File: src/rsq_pkg.sv
// Package for the chip-level reset sequencer: register map, fields, timing.
// Assumes a 200 MHz internal clock and a word-indexed plain register port.
package rsq_pkg;

  localparam int unsigned CLK_MHZ = 200;
  localparam int unsigned CLK_PERIOD_PS = 5000;

  // Times in their own units, cycle counts derived from them
  localparam int unsigned POR_TIME_MS = 22;
  localparam int unsigned WAKE_TIME_MS = 2;
  localparam int unsigned SOFT_RST_TIME_US = 2;
  localparam int unsigned PHY_RST_TIME_US = 100;
  localparam int unsigned PHY_REG_RST_TIME_US = 100;
  localparam int unsigned EEPROM_PROBE_TIME_US = 50;
  localparam int unsigned POR_CYCLES = POR_TIME_MS * 1000 * CLK_MHZ;
  localparam int unsigned WAKE_CYCLES = WAKE_TIME_MS * 1000 * CLK_MHZ;
  localparam int unsigned SOFT_RST_CYCLES = SOFT_RST_TIME_US * CLK_MHZ;
  localparam int unsigned PHY_RST_CYCLES = PHY_RST_TIME_US * CLK_MHZ;
  localparam int unsigned PHY_REG_RST_CYCLES = PHY_REG_RST_TIME_US * CLK_MHZ;
  localparam int unsigned EEPROM_PROBE_CYCLES =
    EEPROM_PROBE_TIME_US * CLK_MHZ;

  localparam int unsigned CNT_W = 24;
  localparam int unsigned ADDR_W = 4;
  localparam int unsigned DATA_W = 32;

  // Register word addresses
  localparam logic [ADDR_W-1:0] ADDR_BYTE_TEST = 4'h0;
  localparam logic [ADDR_W-1:0] ADDR_HW_CONFIG = 4'h1;
  localparam logic [ADDR_W-1:0] ADDR_PWR_MGMT = 4'h2;
  localparam logic [ADDR_W-1:0] ADDR_EEPROM_CMD = 4'h3;
  localparam logic [ADDR_W-1:0] ADDR_PHY_BASIC_CTRL = 4'h4;
  localparam logic [ADDR_W-1:0] ADDR_SCRATCH = 4'h5;

  // Field positions
  localparam int unsigned HWCFG_SOFT_RST_BIT = 0;
  localparam int unsigned PMC_READY_BIT = 0;
  localparam int unsigned PMC_PHY_RST_BIT = 10;
  localparam int unsigned PMC_MODE_LSB = 12;
  localparam int unsigned PMC_MODE_W = 2;
  localparam int unsigned EECMD_BUSY_BIT = 31;
  localparam int unsigned PHYBC_RST_BIT = 15;
  localparam int unsigned PHYBC_W = 16;

  localparam logic [DATA_W-1:0] BYTE_TEST_VALUE = 32'h87654321;
  localparam logic [DATA_W-1:0] RESET_WORD = 32'h00000000;
  localparam logic [PMC_MODE_W-1:0] MODE_FULL_ON = 2'h0;
  localparam logic [PHYBC_W-1:0] PHYBC_RESET = 16'h3000;
  localparam logic [CNT_W-1:0] CNT_ZERO = 24'h000000;
  localparam logic [CNT_W-1:0] CNT_ONE = 24'h000001;

  typedef enum logic [1:0] {
    RSQ_CHIP_RST,
    RSQ_SOFT_RST,
    RSQ_WAKING,
    RSQ_RUN
  } rsq_state_type;

endpackage

File: src/rsq_reset_sequencer.sv
// Chip-level reset sequencer with its small register file.
// Assumes a synchronous host register port and a 200 MHz clock.
//
// Overview of operation
// - Five reset sources: power-on, pin, soft reset, two PHY reset bits.
// - Power-on holds internal reset about 22 ms by internal timer.
// - Ready reads 0 during power-on reset, then 1 when complete.
// - Pin low resets device; ready clear until done, then set.
// - Reset pin has internal pull-up, inactive when unconnected.
// - After wake write to byte-order register, ready sets within 2 ms.
// - Soft reset bit 0 of hardware config self-clears after 2 us.
// - Soft reset keeps registers marked immune unchanged.
// - PHY reset bit 10 of power control self-clears after 100 us.
// - PHY basic control bit 15 self-clears when PHY reset completes.
// - After chip resets, EEPROM probe runs, shown by busy bit 31.
// - Write to byte-order register in sleep returns to full-on mode.
//
// Added by the designer: the address-and-strobe port and the register addresses.
`timescale 1ns/1ps
module rsq_reset_sequencer
  import rsq_pkg::*;
#(
  parameter int unsigned POR_CNT = POR_CYCLES,
  parameter int unsigned WAKE_CNT = WAKE_CYCLES,
  parameter int unsigned PHY_RST_CNT = PHY_RST_CYCLES,
  parameter int unsigned PHY_REG_RST_CNT = PHY_REG_RST_CYCLES
)
(
  // Clock and resets
  input wire logic clk,
  input wire logic rst_n,
  input wire logic clk_en,
  input wire logic hw_reset_pin_n_in,
  // Register port
  input wire logic [ADDR_W-1:0] reg_addr,
  input wire logic [DATA_W-1:0] reg_wdata,
  input wire logic reg_wr,
  input wire logic reg_rd,
  output logic [DATA_W-1:0] reg_rdata_q,
  // Reset outputs to the rest of the chip
  output logic chip_rst_n_q,
  output logic soft_rst_n_q,
  output logic phy_rst_n_q,
  output logic hw_reset_pin_pullup_q
);

  rsq_state_type state_q;
  logic [CNT_W-1:0] cnt_q;
  logic [CNT_W-1:0] phy_cnt_q;
  logic [CNT_W-1:0] ee_cnt_q;
  logic ready_q;
  logic soft_reset_trigger_q;
  logic phy_rst_bit_q;
  logic phy_reg_rst_q;
  logic eeprom_busy_q;
  logic [PMC_MODE_W-1:0] power_state_select_q;
  logic [PHYBC_W-1:0] phy_basic_ctrl_q;
  logic [DATA_W-1:0] scratch_q;
  logic [DATA_W-1:0] immune_q;
  logic sync1_q;
  logic sync2_q;
  logic chip_rst_n;
  logic wr_byte_test;
  logic wr_hardware_config;
  logic wr_pmc;
  logic wr_phybc;
  logic soft_req;
  logic phy_req;
  logic phyreg_req;
  logic [DATA_W-1:0] rd_d;

  // Combined async source; pin pull-up means an open pin reads high
  assign chip_rst_n = rst_n & hw_reset_pin_n_in;

  // Release synchronised, assertion immediate
  always_ff @(posedge clk or negedge chip_rst_n)
  begin
    if (!chip_rst_n)
    begin
      sync1_q <= 1'b0;
      sync2_q <= 1'b0;
    end
    else
    begin
      sync1_q <= 1'b1;
      sync2_q <= sync1_q;
    end
  end

  always_ff @(posedge clk or negedge rst_n)
  begin
    if (!rst_n)
      hw_reset_pin_pullup_q <= 1'b0;
    else
      hw_reset_pin_pullup_q <= 1'b1;
  end

  assign wr_byte_test = reg_wr && reg_addr == ADDR_BYTE_TEST;
  assign wr_hardware_config = reg_wr && reg_addr == ADDR_HW_CONFIG;
  assign wr_pmc = reg_wr && reg_addr == ADDR_PWR_MGMT;
  assign wr_phybc = reg_wr && reg_addr == ADDR_PHY_BASIC_CTRL;
  assign soft_req = wr_hardware_config && reg_wdata[HWCFG_SOFT_RST_BIT];
  assign phy_req = wr_pmc && reg_wdata[PMC_PHY_RST_BIT];
  assign phyreg_req = wr_phybc && reg_wdata[PHYBC_RST_BIT];

  // Sequencer: power-on or pin timer, soft reset, wake
  always_ff @(posedge clk or negedge chip_rst_n)
  begin
    if (!chip_rst_n)
    begin
      state_q <= RSQ_CHIP_RST;
      cnt_q <= CNT_ZERO;
      ready_q <= 1'b0;
      soft_reset_trigger_q <= 1'b0;
    end
    else if (clk_en)
    begin
      unique case (state_q)
        RSQ_CHIP_RST:
        begin
          // Synchroniser output gates the timer start
          if (sync2_q)
          begin
            if (cnt_q >= CNT_W'(POR_CNT - 1))
            begin
              state_q <= RSQ_RUN;
              ready_q <= 1'b1;
              cnt_q <= CNT_ZERO;
            end
            else
              cnt_q <= cnt_q + CNT_ONE;
          end
        end
        RSQ_SOFT_RST:
        begin
          if (cnt_q >= CNT_W'(SOFT_RST_CYCLES - 1))
          begin
            state_q <= RSQ_RUN;
            soft_reset_trigger_q <= 1'b0;
            ready_q <= 1'b1;
            cnt_q <= CNT_ZERO;
          end
          else
            cnt_q <= cnt_q + CNT_ONE;
        end
        RSQ_WAKING:
        begin
          if (cnt_q >= CNT_W'(WAKE_CNT - 1))
          begin
            state_q <= RSQ_RUN;
            ready_q <= 1'b1;
            cnt_q <= CNT_ZERO;
          end
          else
            cnt_q <= cnt_q + CNT_ONE;
        end
        RSQ_RUN:
        begin
          if (soft_req)
          begin
            state_q <= RSQ_SOFT_RST;
            soft_reset_trigger_q <= 1'b1;
            ready_q <= 1'b0;
          end
          else if (wr_byte_test && power_state_select_q != MODE_FULL_ON)
          begin
            state_q <= RSQ_WAKING;
            ready_q <= 1'b0;
          end
          else if (wr_pmc && reg_wdata[PMC_MODE_LSB +: PMC_MODE_W]
                   != MODE_FULL_ON)
            ready_q <= 1'b0;
        end
      endcase
    end
  end

  // Power mode field; soft reset is chip-internal and clears it too
  always_ff @(posedge clk or negedge chip_rst_n)
  begin
    if (!chip_rst_n)
      power_state_select_q <= MODE_FULL_ON;
    else if (clk_en)
    begin
      if (state_q == RSQ_SOFT_RST)
        power_state_select_q <= MODE_FULL_ON;
      else if (wr_byte_test)
        power_state_select_q <= MODE_FULL_ON;
      else if (wr_pmc && state_q == RSQ_RUN)
        power_state_select_q <= reg_wdata[PMC_MODE_LSB +: PMC_MODE_W];
    end
  end

  // Immune and ordinary scratch words; only chip resets clear immune
  always_ff @(posedge clk or negedge chip_rst_n)
  begin
    if (!chip_rst_n)
      immune_q <= RESET_WORD;
    else if (clk_en && wr_hardware_config && !soft_req)
      immune_q <= reg_wdata;
  end

  always_ff @(posedge clk or negedge chip_rst_n)
  begin
    if (!chip_rst_n)
      scratch_q <= RESET_WORD;
    else if (clk_en)
    begin
      if (state_q == RSQ_SOFT_RST)
        scratch_q <= RESET_WORD;
      else if (reg_wr && reg_addr == ADDR_SCRATCH)
        scratch_q <= reg_wdata;
    end
  end

  // EEPROM probe after every chip-level or soft reset
  always_ff @(posedge clk or negedge chip_rst_n)
  begin
    if (!chip_rst_n)
    begin
      eeprom_busy_q <= 1'b1;
      ee_cnt_q <= CNT_ZERO;
    end
    else if (clk_en)
    begin
      if (state_q == RSQ_SOFT_RST)
      begin
        eeprom_busy_q <= 1'b1;
        ee_cnt_q <= CNT_ZERO;
      end
      else if (eeprom_busy_q && state_q == RSQ_RUN)
      begin
        // Probe time is a stand-in; no EEPROM port in this block
        if (ee_cnt_q >= CNT_W'(EEPROM_PROBE_CYCLES - 1))
          eeprom_busy_q <= 1'b0;
        else
          ee_cnt_q <= ee_cnt_q + CNT_ONE;
      end
    end
  end

  // PHY resets; a soft reset does not touch the PHY
  always_ff @(posedge clk or negedge chip_rst_n)
  begin
    if (!chip_rst_n)
    begin
      phy_rst_bit_q <= 1'b0;
      phy_reg_rst_q <= 1'b0;
      phy_cnt_q <= CNT_ZERO;
    end
    else if (clk_en)
    begin
      if (phy_rst_bit_q || phy_reg_rst_q)
      begin
        if (phy_rst_bit_q && phy_cnt_q >= CNT_W'(PHY_RST_CNT - 1))
        begin
          phy_rst_bit_q <= 1'b0;
          phy_reg_rst_q <= 1'b0;
          phy_cnt_q <= CNT_ZERO;
        end
        else if (!phy_rst_bit_q
                 && phy_cnt_q >= CNT_W'(PHY_REG_RST_CNT - 1))
        begin
          phy_reg_rst_q <= 1'b0;
          phy_cnt_q <= CNT_ZERO;
        end
        else
          phy_cnt_q <= phy_cnt_q + CNT_ONE;
      end
      else if (state_q == RSQ_RUN)
      begin
        phy_rst_bit_q <= phy_req;
        phy_reg_rst_q <= phyreg_req;
      end
    end
  end

  always_ff @(posedge clk or negedge chip_rst_n)
  begin
    if (!chip_rst_n)
      phy_basic_ctrl_q <= PHYBC_RESET;
    else if (clk_en)
    begin
      if (phy_rst_bit_q || phy_reg_rst_q)
        phy_basic_ctrl_q <= PHYBC_RESET;
      else if (wr_phybc && state_q == RSQ_RUN)
        phy_basic_ctrl_q <= reg_wdata[PHYBC_W-1:0];
    end
  end

  // Reset outputs for the rest of the chip
  always_ff @(posedge clk or negedge chip_rst_n)
  begin
    if (!chip_rst_n)
    begin
      chip_rst_n_q <= 1'b0;
      soft_rst_n_q <= 1'b0;
      phy_rst_n_q <= 1'b0;
    end
    else if (clk_en)
    begin
      chip_rst_n_q <= state_q != RSQ_CHIP_RST;
      soft_rst_n_q <= state_q == RSQ_RUN || state_q == RSQ_WAKING;
      phy_rst_n_q <= state_q != RSQ_CHIP_RST
                     && !phy_rst_bit_q && !phy_reg_rst_q;
    end
  end

  // Read mux; ready reads clear during chip and soft reset, but not during PHY reset
  always_comb
  begin
    rd_d = RESET_WORD;
    unique case (reg_addr)
      ADDR_BYTE_TEST: rd_d = BYTE_TEST_VALUE;
      ADDR_HW_CONFIG:
      begin
        rd_d = immune_q;
        rd_d[HWCFG_SOFT_RST_BIT] = soft_reset_trigger_q;
      end
      ADDR_PWR_MGMT:
      begin
        // Reset outputs lag the state by a cycle; ready waits for them
        rd_d[PMC_READY_BIT] = ready_q && chip_rst_n_q
                              && soft_rst_n_q;
        rd_d[PMC_PHY_RST_BIT] = phy_rst_bit_q;
        rd_d[PMC_MODE_LSB +: PMC_MODE_W] = power_state_select_q;
      end
      ADDR_EEPROM_CMD: rd_d[EECMD_BUSY_BIT] = eeprom_busy_q;
      ADDR_PHY_BASIC_CTRL:
      begin
        rd_d[PHYBC_W-1:0] = phy_basic_ctrl_q;
        rd_d[PHYBC_RST_BIT] = phy_reg_rst_q;
      end
      ADDR_SCRATCH: rd_d = scratch_q;
      default: rd_d = RESET_WORD;
    endcase
  end

  always_ff @(posedge clk or negedge chip_rst_n)
  begin
    if (!chip_rst_n)
      reg_rdata_q <= RESET_WORD;
    else if (clk_en)
      reg_rdata_q <= reg_rd ? rd_d : RESET_WORD;
  end

endmodule

File: config.mk
export PLATFORM = sky130hd
export DESIGN_NAME = rsq_reset_sequencer
export DESIGN_NICKNAME = d
export VERILOG_FILES = /design/src/rsq_pkg.sv /design/src/rsq_reset_sequencer.sv
export SDC_FILE = /design/constraint.sdc
export NUM_CORES = 1
export LEC_CHECK = 0
export ABC_AREA = 1
export BUFFER_PORTS_ARGS = -buffer_cell sky130_fd_sc_hd__buf_4
export CORE_MARGIN = 10
export CORE_UTILIZATION = 50
export CTS_CLUSTER_SIZE = 28
export DETAILED_ROUTE_END_ITERATION = 7
export PLACE_DENSITY = 0.78
export SKIP_CTS_REPAIR_TIMING = 1
export SLEW_MARGIN = 20
export SYNTH_ARGS = -nofsm -noshare
export SYNTH_HDL_FRONTEND = slang
export SYNTH_SLANG_ARGS = --single-unit
File: constraint.sdc
create_clock -name clk -period 8.4 [get_ports clk]
set_input_delay 0.84 -clock clk [delete_from_list [all_inputs] [get_ports clk]]
set_output_delay 0.84 -clock clk [all_outputs]
set_load 0.02 [all_outputs]
==> impl_metrics.py, run 1 <==
metrics = {
    "outcome": {
        "status": "finished clean",
    },
    "final_layout": {
        "fin_util_pct": 57.6,
        "most-common-layout-cells": "nand2_1 (315), dfrtp_1 (194), inv_1 (190), nor2_1 (116), o21ai_0 (96)",
        "final_area_mm2": 0.0111,
        "nNetsFinal": 1352,
        "antenna_cells": 0,
        "final_common_cell": "nand2_1",
        "drive_above_1_share_pct": 11.2,
        "area_growth_syn_to_layout_pct": 13.8,
    },
    "global_route": {
        "grt_pass1_wl_um": 39900,
        "grt_pass1_vias": 8207,
        "gr-usage-all-layers_pct": 18.5,
        "grt_antenna_before_repair": 0,
        "grt_start_max_net_pins": 117,
        "grt_overflow": 0,
    },
    "synthesis": {
        "ys_seq_area_share_pct": 50.4,
        "synth_cell_types": 43,
        "yosys.area.top_type": "dfrtp_1",
        "avgSynthCellArea_um2": 7.85,
        "syn_area_mm2": 0.00978,
        "synth_ff_type": "dfrtp_1",
        "yosysWarnings": 0,
        "ys_ff_latch": 197,
        "async_flop_share_pct": 100,
        "synth-edff-count": 0,
        "ys_top_cells_by_area": "dfrtp_1 (50%), nand2_1 (12%), inv_1 (7.3%), o21ai_0 (4.9%), nand3_1 (4.6%)",
        "netlist_instances": 1246,
        "yosysTopAreaCellShare_pct": 49.6,
    },
    "power": {
        "power.density_mw_per_mm2": 241,
        "worst_ir_drop_vdd_v": 0.000170,
        "p_leak_uw": 0.00569,
    },
    "drt": {
        "drc": 0,
        "routedWlPerCell_um": 14.9,
        "num_vias": 8350,
        "routed_wl_um": 23600,
        "via_per_inst": 5.28,
        "drt_first_pass_iters": 5,
        "drt_iter0_drc": 663,
        "drtAntennaViolNets": 0,
    },
    "timing": {
        "rsz0062_at_grt": "false",
        "min_period_over_period_pct": 34.5,
        "slew_headroom_pct": 27.5,
        "setup_tns_ps": 0,
        "tightest_slew_ps": 1080,
        "max_freq_ghz": 0.345,
        "fin_hold_ws_ps": 160,
        "slew_viol_final": 0,
        "setup_viol": 0,
        "finalHoldViolCount": 0,
        "fin_crit_ps": 2900,
        "finalClockSkew_ps": 12.1,
    },
    "floorplanning": {
        "rows": 51,
        "core-area_mm2": 0.0193,
        "initial_core_util_pct": 50.6,
        "die_area_mm2": 0.0256,
        "die_h_um": 160,
        "ios": 78,
        "die_w_um": 160,
    },
    "critical_path": {
        "crit_family": "simple AND/OR/NAND/NOR gates",
        "crit_required_ps": 8780,
        "cpMaxStageDelayCell": "ha_1",
        "crit_type": "flop to flop",
        "worstPathMaxFanout": 18,
        "worstPathArrival_ps": 3280,
        "start_kind": "flop",
        "end_kind": "flop",
        "path_buf_inv": 3,
        "rr_startpoint": "state_q[1]$_DFFE_PN0P_",
        "path_cells": "inv_1 -> ha_1 -> nand2_2 -> inv_2 -> nor2_1 -> inv_2 -> nand4_2 -> nand2_2 -> nand2_1 -> nand2_1",
        "crit_start": "state_q[1]$_DFFE_PN0P_",
        "slowest_delay_ps": 600,
    },
    "clock_tree": {
        "tritoncts": "yes",
        "cts_buffers": 17,
        "cts.sinks": 197,
        "cts_buffer_depth": 2,
        "root_buffer": "clkbuf_16",
        "clk_latency_ps": 450,
        "cts_max_level": 4,
        "cts.clk_slew.worst_paths_ps": 80,
    },
    "placed_design": {
        "dpl_cell_area_mm2": 0.0105,
        "hpwlAfterDp_um": 15900,
        "gp_congestion": 0.897,
        "io_buffer_count": 77,
    },
    "run": {
        "max_cap_viol_count": 0,
    },
    "min_path": {
        "hold_path_class": "primary input to asynchronous set/reset pin",
    },
}
[synthesized netlist by cell type, types with 2 or more instances]
master and number:
dfstp_2 3, nand2_2 2, nand3_2 11, nand2_1 316, o22ai_1 55, xnor2_1 2, nor2_1 116, nand3_1 89
nor3_1 19, buf_2 13, a21oi_1 24, o21ai_0 96, xor2_1 25, ha_1 7, nor2_2 5, nand4_1 16
o211ai_1 2, inv_1 191, inv_2 3, o21bai_1 4, o21a_1 4, clkbuf_1 27, dfrtp_1 194, buf_4 3
[cells by family (layout without fill, tap and decap cells)]
family	Yosys count	in the layout	share of synthesized area, %
flops	197	197	50.4
fa+ha+maj	7	7	0.895
buf+inv	240	309	9.59
xor+xnor	27	27	2.42
other cells	1	2	0.0383
simple gates	581	581	25.3
compound gates	193	193	11.3
[worst register-to-register path: stages (launching register included)]
cell,delay (ps)
dfrtp_1,400
inv_1,100
ha_1,600
nand2_2,410
inv_2,270
nor2_1,90
inv_2,70
nand4_2,350
nand2_2,400
nand2_1,90
nand2_1,80
[power breakdown]
group	switching, uW	total (uW)	internal (uW)
combinational	478	683	205
clock	411	810	399
sequential	81.2	1190	1110
total	970	2690	1710
[per-layer routing]
metal	track usage (%)	up-vias	wire (um)
met2	30.3	269	11600
li1	-	4074	-
met4	6.68	0	400
met3	3.57	32	1320
met1	23.8	3975	10300
met5	0	-	0
[flip-flops by register name, summed over array words and instances, names as in the netlist]
| register | cells |
|---|---|
| soft_rst_n_q | 1 |
| power_state_select_q | 2 |
| cnt_q | 24 |
| chip_rst_n_q | 1 |
| reg_rdata_q | 32 |
| ee_cnt_q | 24 |
| sync1_q | 1 |
| phy_cnt_q | 24 |
| soft_reset_trigger_q | 1 |
| phy_rst_bit_q | 1 |
| sync2_q | 1 |
| ready_q | 1 |
| phy_basic_ctrl_q | 15 |
| phy_rst_n_q | 1 |
| state_q | 2 |
| phy_reg_rst_q | 1 |
| hw_reset_pin_pullup_q | 1 |
| immune_q | 31 |
| scratch_q | 32 |
| eeprom_busy_q | 1 |
[per-stage QoR]
step | total power (uW) | setup slack [ps] | instances
finish | 2690 | 5500 | 1581
detailed placement | 1890 | 5450 | 1549
floorplan | 1730 | 2200 | 1247
global placement | 1860 | 5390 | 1549
CTS | 2700 | 5500 | 1581
global route | 2840 | 5130 | 1581
[worst paths after layout]
| check | end | slack (ps) | cells after the start |
|---|---|---|---|
| setup / recovery | ee_cnt_q[1]$_DFFE_PN0P_ | 5500 | 10 |
| hold reg to reg | sync2_q$_DFF_PN0_ | 360 | 0 |
| min in group clk | sync2_q$_DFF_PN0_ | 360 | 0 |
| setup reg to reg | ee_cnt_q[1]$_DFFE_PN0P_ | 5500 | 10 |
| max in group asynchronous | phy_basic_ctrl_q[10]$_DFFE_PN0P_ | 6240 | 4 |
| hold / removal | hw_reset_pin_pullup_q$_DFF_PN0_ | 160 | 1 |
[area by class of cell]
class	count	area (um^2)
inverters	195	742
multi-input cells	810	3930
repair buffers	82	616
clock inverters	14	158
flip-flops and latches	197	4930
fillers	1704	8200
clock buffers	18	429
well taps	265	332
Note: power is estimated with default switching activity, not from simulation.
==> inputs of run 2 (changes only) <==
Clock period 8.4 ns to 2.7 ns, I/O delays scaled along.
==> impl_metrics.py, run 2 (same netlist as run 1, synthesis figures left out) <==
metrics = {
    "clock_tree": {
        "cts_buffers": 17,
        "tritoncts": "yes",
        "cts.sinks": 197,
        "clk_latency_ps": 450,
        "root_buffer": "clkbuf_16",
        "cts.clk_slew.worst_paths_ps": 80,
        "cts_max_level": 4,
        "cts_buffer_depth": 2,
    },
    "final_layout": {
        "fin_util_pct": 59.0,
        "final_common_cell": "nand2_1",
        "area_growth_syn_to_layout_pct": 16.7,
        "nNetsFinal": 1370,
        "drive_above_1_share_pct": 12.4,
        "reg_top3": "reg_rdata_q (32), scratch_q (32), immune_q (31)",
        "antenna_cells": 0,
        "most-common-layout-cells": "nand2_1 (315), dfrtp_1 (194), inv_1 (190), nor2_1 (116), o21ai_0 (96)",
    },
    "timing": {
        "min_period_over_period_pct": 75.3,
        "slew_headroom_pct": 36.5,
        "rsz0062_at_grt": "false",
        "setup_viol": 0,
        "max_freq_ghz": 0.492,
        "fin_crit_ps": 2030,
        "slew_viol_final": 0,
        "fin_hold_ws_ps": -36.9,
        "finalClockSkew_ps": 8.77,
        "finalHoldViolCount": 23,
        "setup_tns_ps": 0,
        "tightest_slew_ps": 952,
    },
    "power": {
        "p_sw_uw": 3070,
        "p_comb_share_pct": 25.8,
        "swShare_pct": 35.3,
        "intPower_uw": 5610,
        "p_leak_uw": 0.00583,
        "power.density_mw_per_mm2": 761,
        "total_power_uw": 8680,
        "p_seq_share_pct": 42.7,
        "worst_ir_drop_vdd_v": 0.000554,
        "clkPwrFrac_pct": 31.5,
    },
    "placed_design": {
        "io_buffer_count": 77,
        "hpwlAfterDp_um": 16400,
        "gp_congestion": 0.959,
    },
    "floorplanning": {
        "die_h_um": 160,
        "initial_core_util_pct": 50.6,
        "die_w_um": 160,
        "rows": 51,
        "die_area_mm2": 0.0256,
        "core-area_mm2": 0.0193,
        "ios": 78,
    },
    "drt": {
        "via_per_inst": 5.26,
        "drt_iter0_drc": 643,
        "drtAntennaViolNets": 0,
        "routedWlPerCell_um": 14.8,
        "routed_wl_um": 23600,
        "drc": 0,
        "drt_first_pass_iters": 5,
        "num_vias": 8413,
    },
    "global_route": {
        "use_met1_pct": 23.6,
        "grt_pass1_vias": 8339,
        "gr-usage-all-layers_pct": 18.7,
        "grt_use_met2_pct": 30.8,
        "grt-busiest-layer": "met2",
        "grt_antenna_before_repair": 0,
        "grt_overflow": 0,
        "use_met3_pct": 3.37,
        "grt_start_max_net_pins": 55,
        "grt_pass1_wl_um": 40400,
    },
    "critical_path": {
        "rr_endpoint": "cnt_q[21]$_DFFE_PN0P_",
        "reg2reg_depth": 11,
        "r2r_slack_ps": 670,
        "worstPathArrival_ps": 2370,
        "end_kind": "flop",
        "crit_type": "flop to flop",
        "rr_startpoint": "cnt_q[0]$_DFFE_PN0P_",
        "worstPathMaxFanout": 19,
        "crit_required_ps": 3030,
        "start_kind": "flop",
    },
    "outcome": {
        "status": "finished, violations left",
        "violations": "hold timing",
    },
    "min_path": {
        "hold_path_class": "primary input to asynchronous set/reset pin",
    },
    "run": {
        "max_cap_viol_count": 0,
    },
}
==> run 2: cell types whose count changed in the layout (fill, tap and decap cells not counted) <==
cell           previous run  this run
dlygate4sd3_1             0         1
nand2_2                   3         2
clkinv_8                  4         9
clkinvlp_4                2         1
buf_4                    82        95
nand2_8                   0         1
inv_8                     4         1
clkbuf_1                  1         0
bufinv_16                 0         2
clkinv_4                  1         0
inv_6                     4         2
buf_12                    0         4
clkinv_2                  0         1
==> run 2: final cells by class <==
| class | instances | area, um^2 |
|---|---|---|
| well taps | 265 | 332 |
| repair buffers | 100 | 803 |
| clock inverters | 15 | 240 |
| clock buffers | 17 | 425 |
| fillers | 1683 | 7920 |
| inverters | 195 | 738 |
| multi-input cells | 810 | 3940 |
| flip-flops and latches | 197 | 4930 |
==> run 2: worst max-delay path by stage <==
stage	start	to	slack, ps	cells after the start
final	cnt_q[0]$_DFFE_PN0P_	cnt_q[21]$_DFFE_PN0P_	670	11
after global routing	cnt_q[0]$_DFFE_PN0P_	cnt_q[21]$_DFFE_PN0P_	500	11
after CTS	state_q[1]$_DFFE_PN0P_	cnt_q[21]$_DFFE_PN0P_	670	9
after detailed placement	reg_addr[0]	scratch_q[21]$_DFFE_PN0P_	590	7
after global placement	reg_addr[0]	scratch_q[23]$_DFFE_PN0P_	630	7
after floorplan	rst_n	chip_rst_n_q$_DFFE_PN0P_	-140	2
==> run 2: critical path: stages (launching register included) <==
cell	delay (ps)
dfrtp_1	400
ha_1	260
nand2_1	100
nor2_2	180
nand2_1	90
nand2_1	140
nand3_1	120
nand3_2	150
a21oi_4	60
buf_4	250
nand3_1	110
nand2_1	50
==> run 2: power by group through the flow <==
stage / clock network (uW) / logic (uW) / registers, uW
after floorplan: 0 / 1640 / 3730
after global placement: 0 / 2150 / 3740
after detailed placement: 0 / 2210 / 3760
after CTS: 2770 / 2240 / 3710
after global routing: 2870 / 2550 / 3760
final: 2730 / 2240 / 3710
==> run 2: layer usage <==
layer	up-vias	part of all wire (%)
li1	4108	-
met1	3995	43
met2	260	48
met3	50	5.5
met4	0	3.0
met5	-	0
==> run 2: per-stage QoR <==
stage	instances	instance area, um^2	setup slack (ps)
6_report	1599	11400	666
3_3_place_gp	1566	10700	630
2_1_floorplan	1247	9810	-143
4_1_cts	1598	11400	674
5_1_grt	1599	11400	496
3_5_place_dp	1566	10700	585
==> inputs of run 3 (changes only) <==
Clock period 2.7 ns to 2.1 ns, I/O delays scaled along.
==> impl_metrics.py, run 3 (same netlist as run 1, synthesis figures left out) <==
metrics = {
    "drt": {
        "drt_iter0_drc": 627,
        "routedWlPerCell_um": 14.8,
        "wl_met2_um": 11600,
        "wl_met1_um": 10500,
        "drt_first_pass_iters": 7,
        "drc": 0,
        "routed_wl_um": 23800,
        "via_per_inst": 5.23,
        "drtAntennaViolNets": 0,
        "highest_layer": "met4",
        "wl_met3_um": 1240,
        "num_vias": 8399,
    },
    "final_layout": {
        "drive_above_1_share_pct": 12.7,
        "most-common-layout-cells": "nand2_1 (315), dfrtp_1 (194), inv_1 (190), nor2_1 (116), buf_4 (97)",
        "area_growth_syn_to_layout_pct": 16.7,
        "final_cells": 1605,
        "reg_top3": "reg_rdata_q (32), scratch_q (32), immune_q (31)",
        "multi_input_area_mm2": 0.00395,
        "seq_area_mm2": 0.00493,
        "final_common_cell": "nand2_1",
        "final_area_mm2": 0.0114,
        "fill_cells": 1683,
        "nNetsFinal": 1374,
    },
    "placed_design": {
        "place_inst": 1569,
        "gp_congestion": 0.935,
        "hpwlAfterDp_um": 16200,
        "io_buffer_count": 77,
        "dp_slack_ps": 187,
        "dpl_cell_area_mm2": 0.0108,
    },
    "clock_tree": {
        "cts_buffer_depth": 2,
        "clk_latency_ps": 440,
        "cts_max_level": 4,
        "cts.sinks": 197,
        "root_buffer": "clkbuf_16",
        "cts.clk_slew.worst_paths_ps": 80,
        "cts_buffers": 17,
        "tritoncts": "yes",
    },
    "critical_path": {
        "end_kind": "flop",
        "worstPathMaxFanout": 22,
        "start_kind": "flop",
        "crit_type": "flop to flop",
        "crit_required_ps": 2470,
        "worstPathArrival_ps": 2280,
    },
    "floorplanning": {
        "core-area_mm2": 0.0193,
        "die_h_um": 160,
        "ios": 78,
        "die_area_mm2": 0.0256,
        "die_w_um": 160,
        "initial_core_util_pct": 50.6,
        "rows": 51,
    },
    "timing": {
        "rsz0062_at_grt": "false",
        "setup_viol": 0,
        "finalHoldViolCount": 0,
        "slew_viol_final": 0,
        "tightest_slew_ps": 968,
        "fin_hold_ws_ps": 58.8,
        "slew_headroom_pct": 35.4,
        "fin_ws_ps": 191,
        "max_freq_ghz": 0.524,
        "finalClockSkew_ps": 11.2,
        "min_period_over_period_pct": 90.9,
        "fin_crit_ps": 1910,
    },
    "global_route": {
        "grt_pass1_wl_um": 40500,
        "grt_start_max_net_pins": 63,
        "grt_pass1_vias": 8361,
        "gr-usage-all-layers_pct": 18.7,
        "grt_overflow": 0,
        "grt_antenna_before_repair": 2,
    },
    "min_path": {
        "hold_path_class": "primary input to flop",
    },
    "run": {
        "max_cap_viol_count": 0,
    },
    "power": {
        "p_leak_uw": 0.00583,
        "total_power_uw": 11100,
        "worst_ir_drop_vdd_v": 0.000594,
        "power.density_mw_per_mm2": 973,
    },
    "outcome": {
        "status": "finished clean",
    },
}
==> run 3: layout make-up <==
type / instances / area share [%]
sequential: 197 / 43.2
multi-input combinational: 810 / 34.6
timing repair buffer: 104 / 7.43
inverter: 195 / 6.47
clock buffer: 18 / 3.85
tap: 265 / 2.90
clock inverter: 14 / 1.52
antenna: 2 / 0.0438
==> run 3: metal layers <==
metal / track usage [%] / vias up
met5: 0 / -
met4: 6.68 / 0
met3: 3.44 / 30
met2: 31.1 / 255
met1: 23.9 / 3984
li1: - / 4130
==> run 3: worst max-delay path, cell delays in order (launching register included) <==
cell     delay [ps]
dfrtp_1         410
inv_1           100
ha_1            270
nand3_1         100
nor3_1          170
nand3_1         170
nand3_1         120
buf_4           300
nand3_1         130
nand2_1          70
==> run 3: power breakdown <==
group          total, uW  switching (uW)  internal [uW]
Sequential          4770             330           4440
Clock               3370            1620           1760
Combinational       2970            1980            991
Total              11100            3930           7190
==> run 3: metrics by stage <==
stage	utilization, %	setup TNS [ps]
6_report	59.1	0
5_1_grt	59.1	0
4_1_cts	58.9	0
3_5_place_dp	55.7	0
3_3_place_gp	55.7	0
2_1_floorplan	-	-132070
==> run 3: final timing paths <==
kind | slack, ps | from | cells after the start | to
min | 60 | reg_wdata[19] | 3 | immune_q[19]$_DFFE_PN0P_
min reg2reg | 370 | sync1_q$_DFF_PN0_ | 0 | sync2_q$_DFF_PN0_
max in group asynchronous | 1050 | rst_n | 5 | phy_basic_ctrl_q[9]$_DFFE_PN0P_
min in group asynchronous | 120 | rst_n | 2 | hw_reset_pin_pullup_q$_DFF_PN0_
max reg2reg | 190 | state_q[1]$_DFFE_PN0P_ | 9 | cnt_q[16]$_DFFE_PN0P_
max | 190 | state_q[1]$_DFFE_PN0P_ | 9 | cnt_q[16]$_DFFE_PN0P_
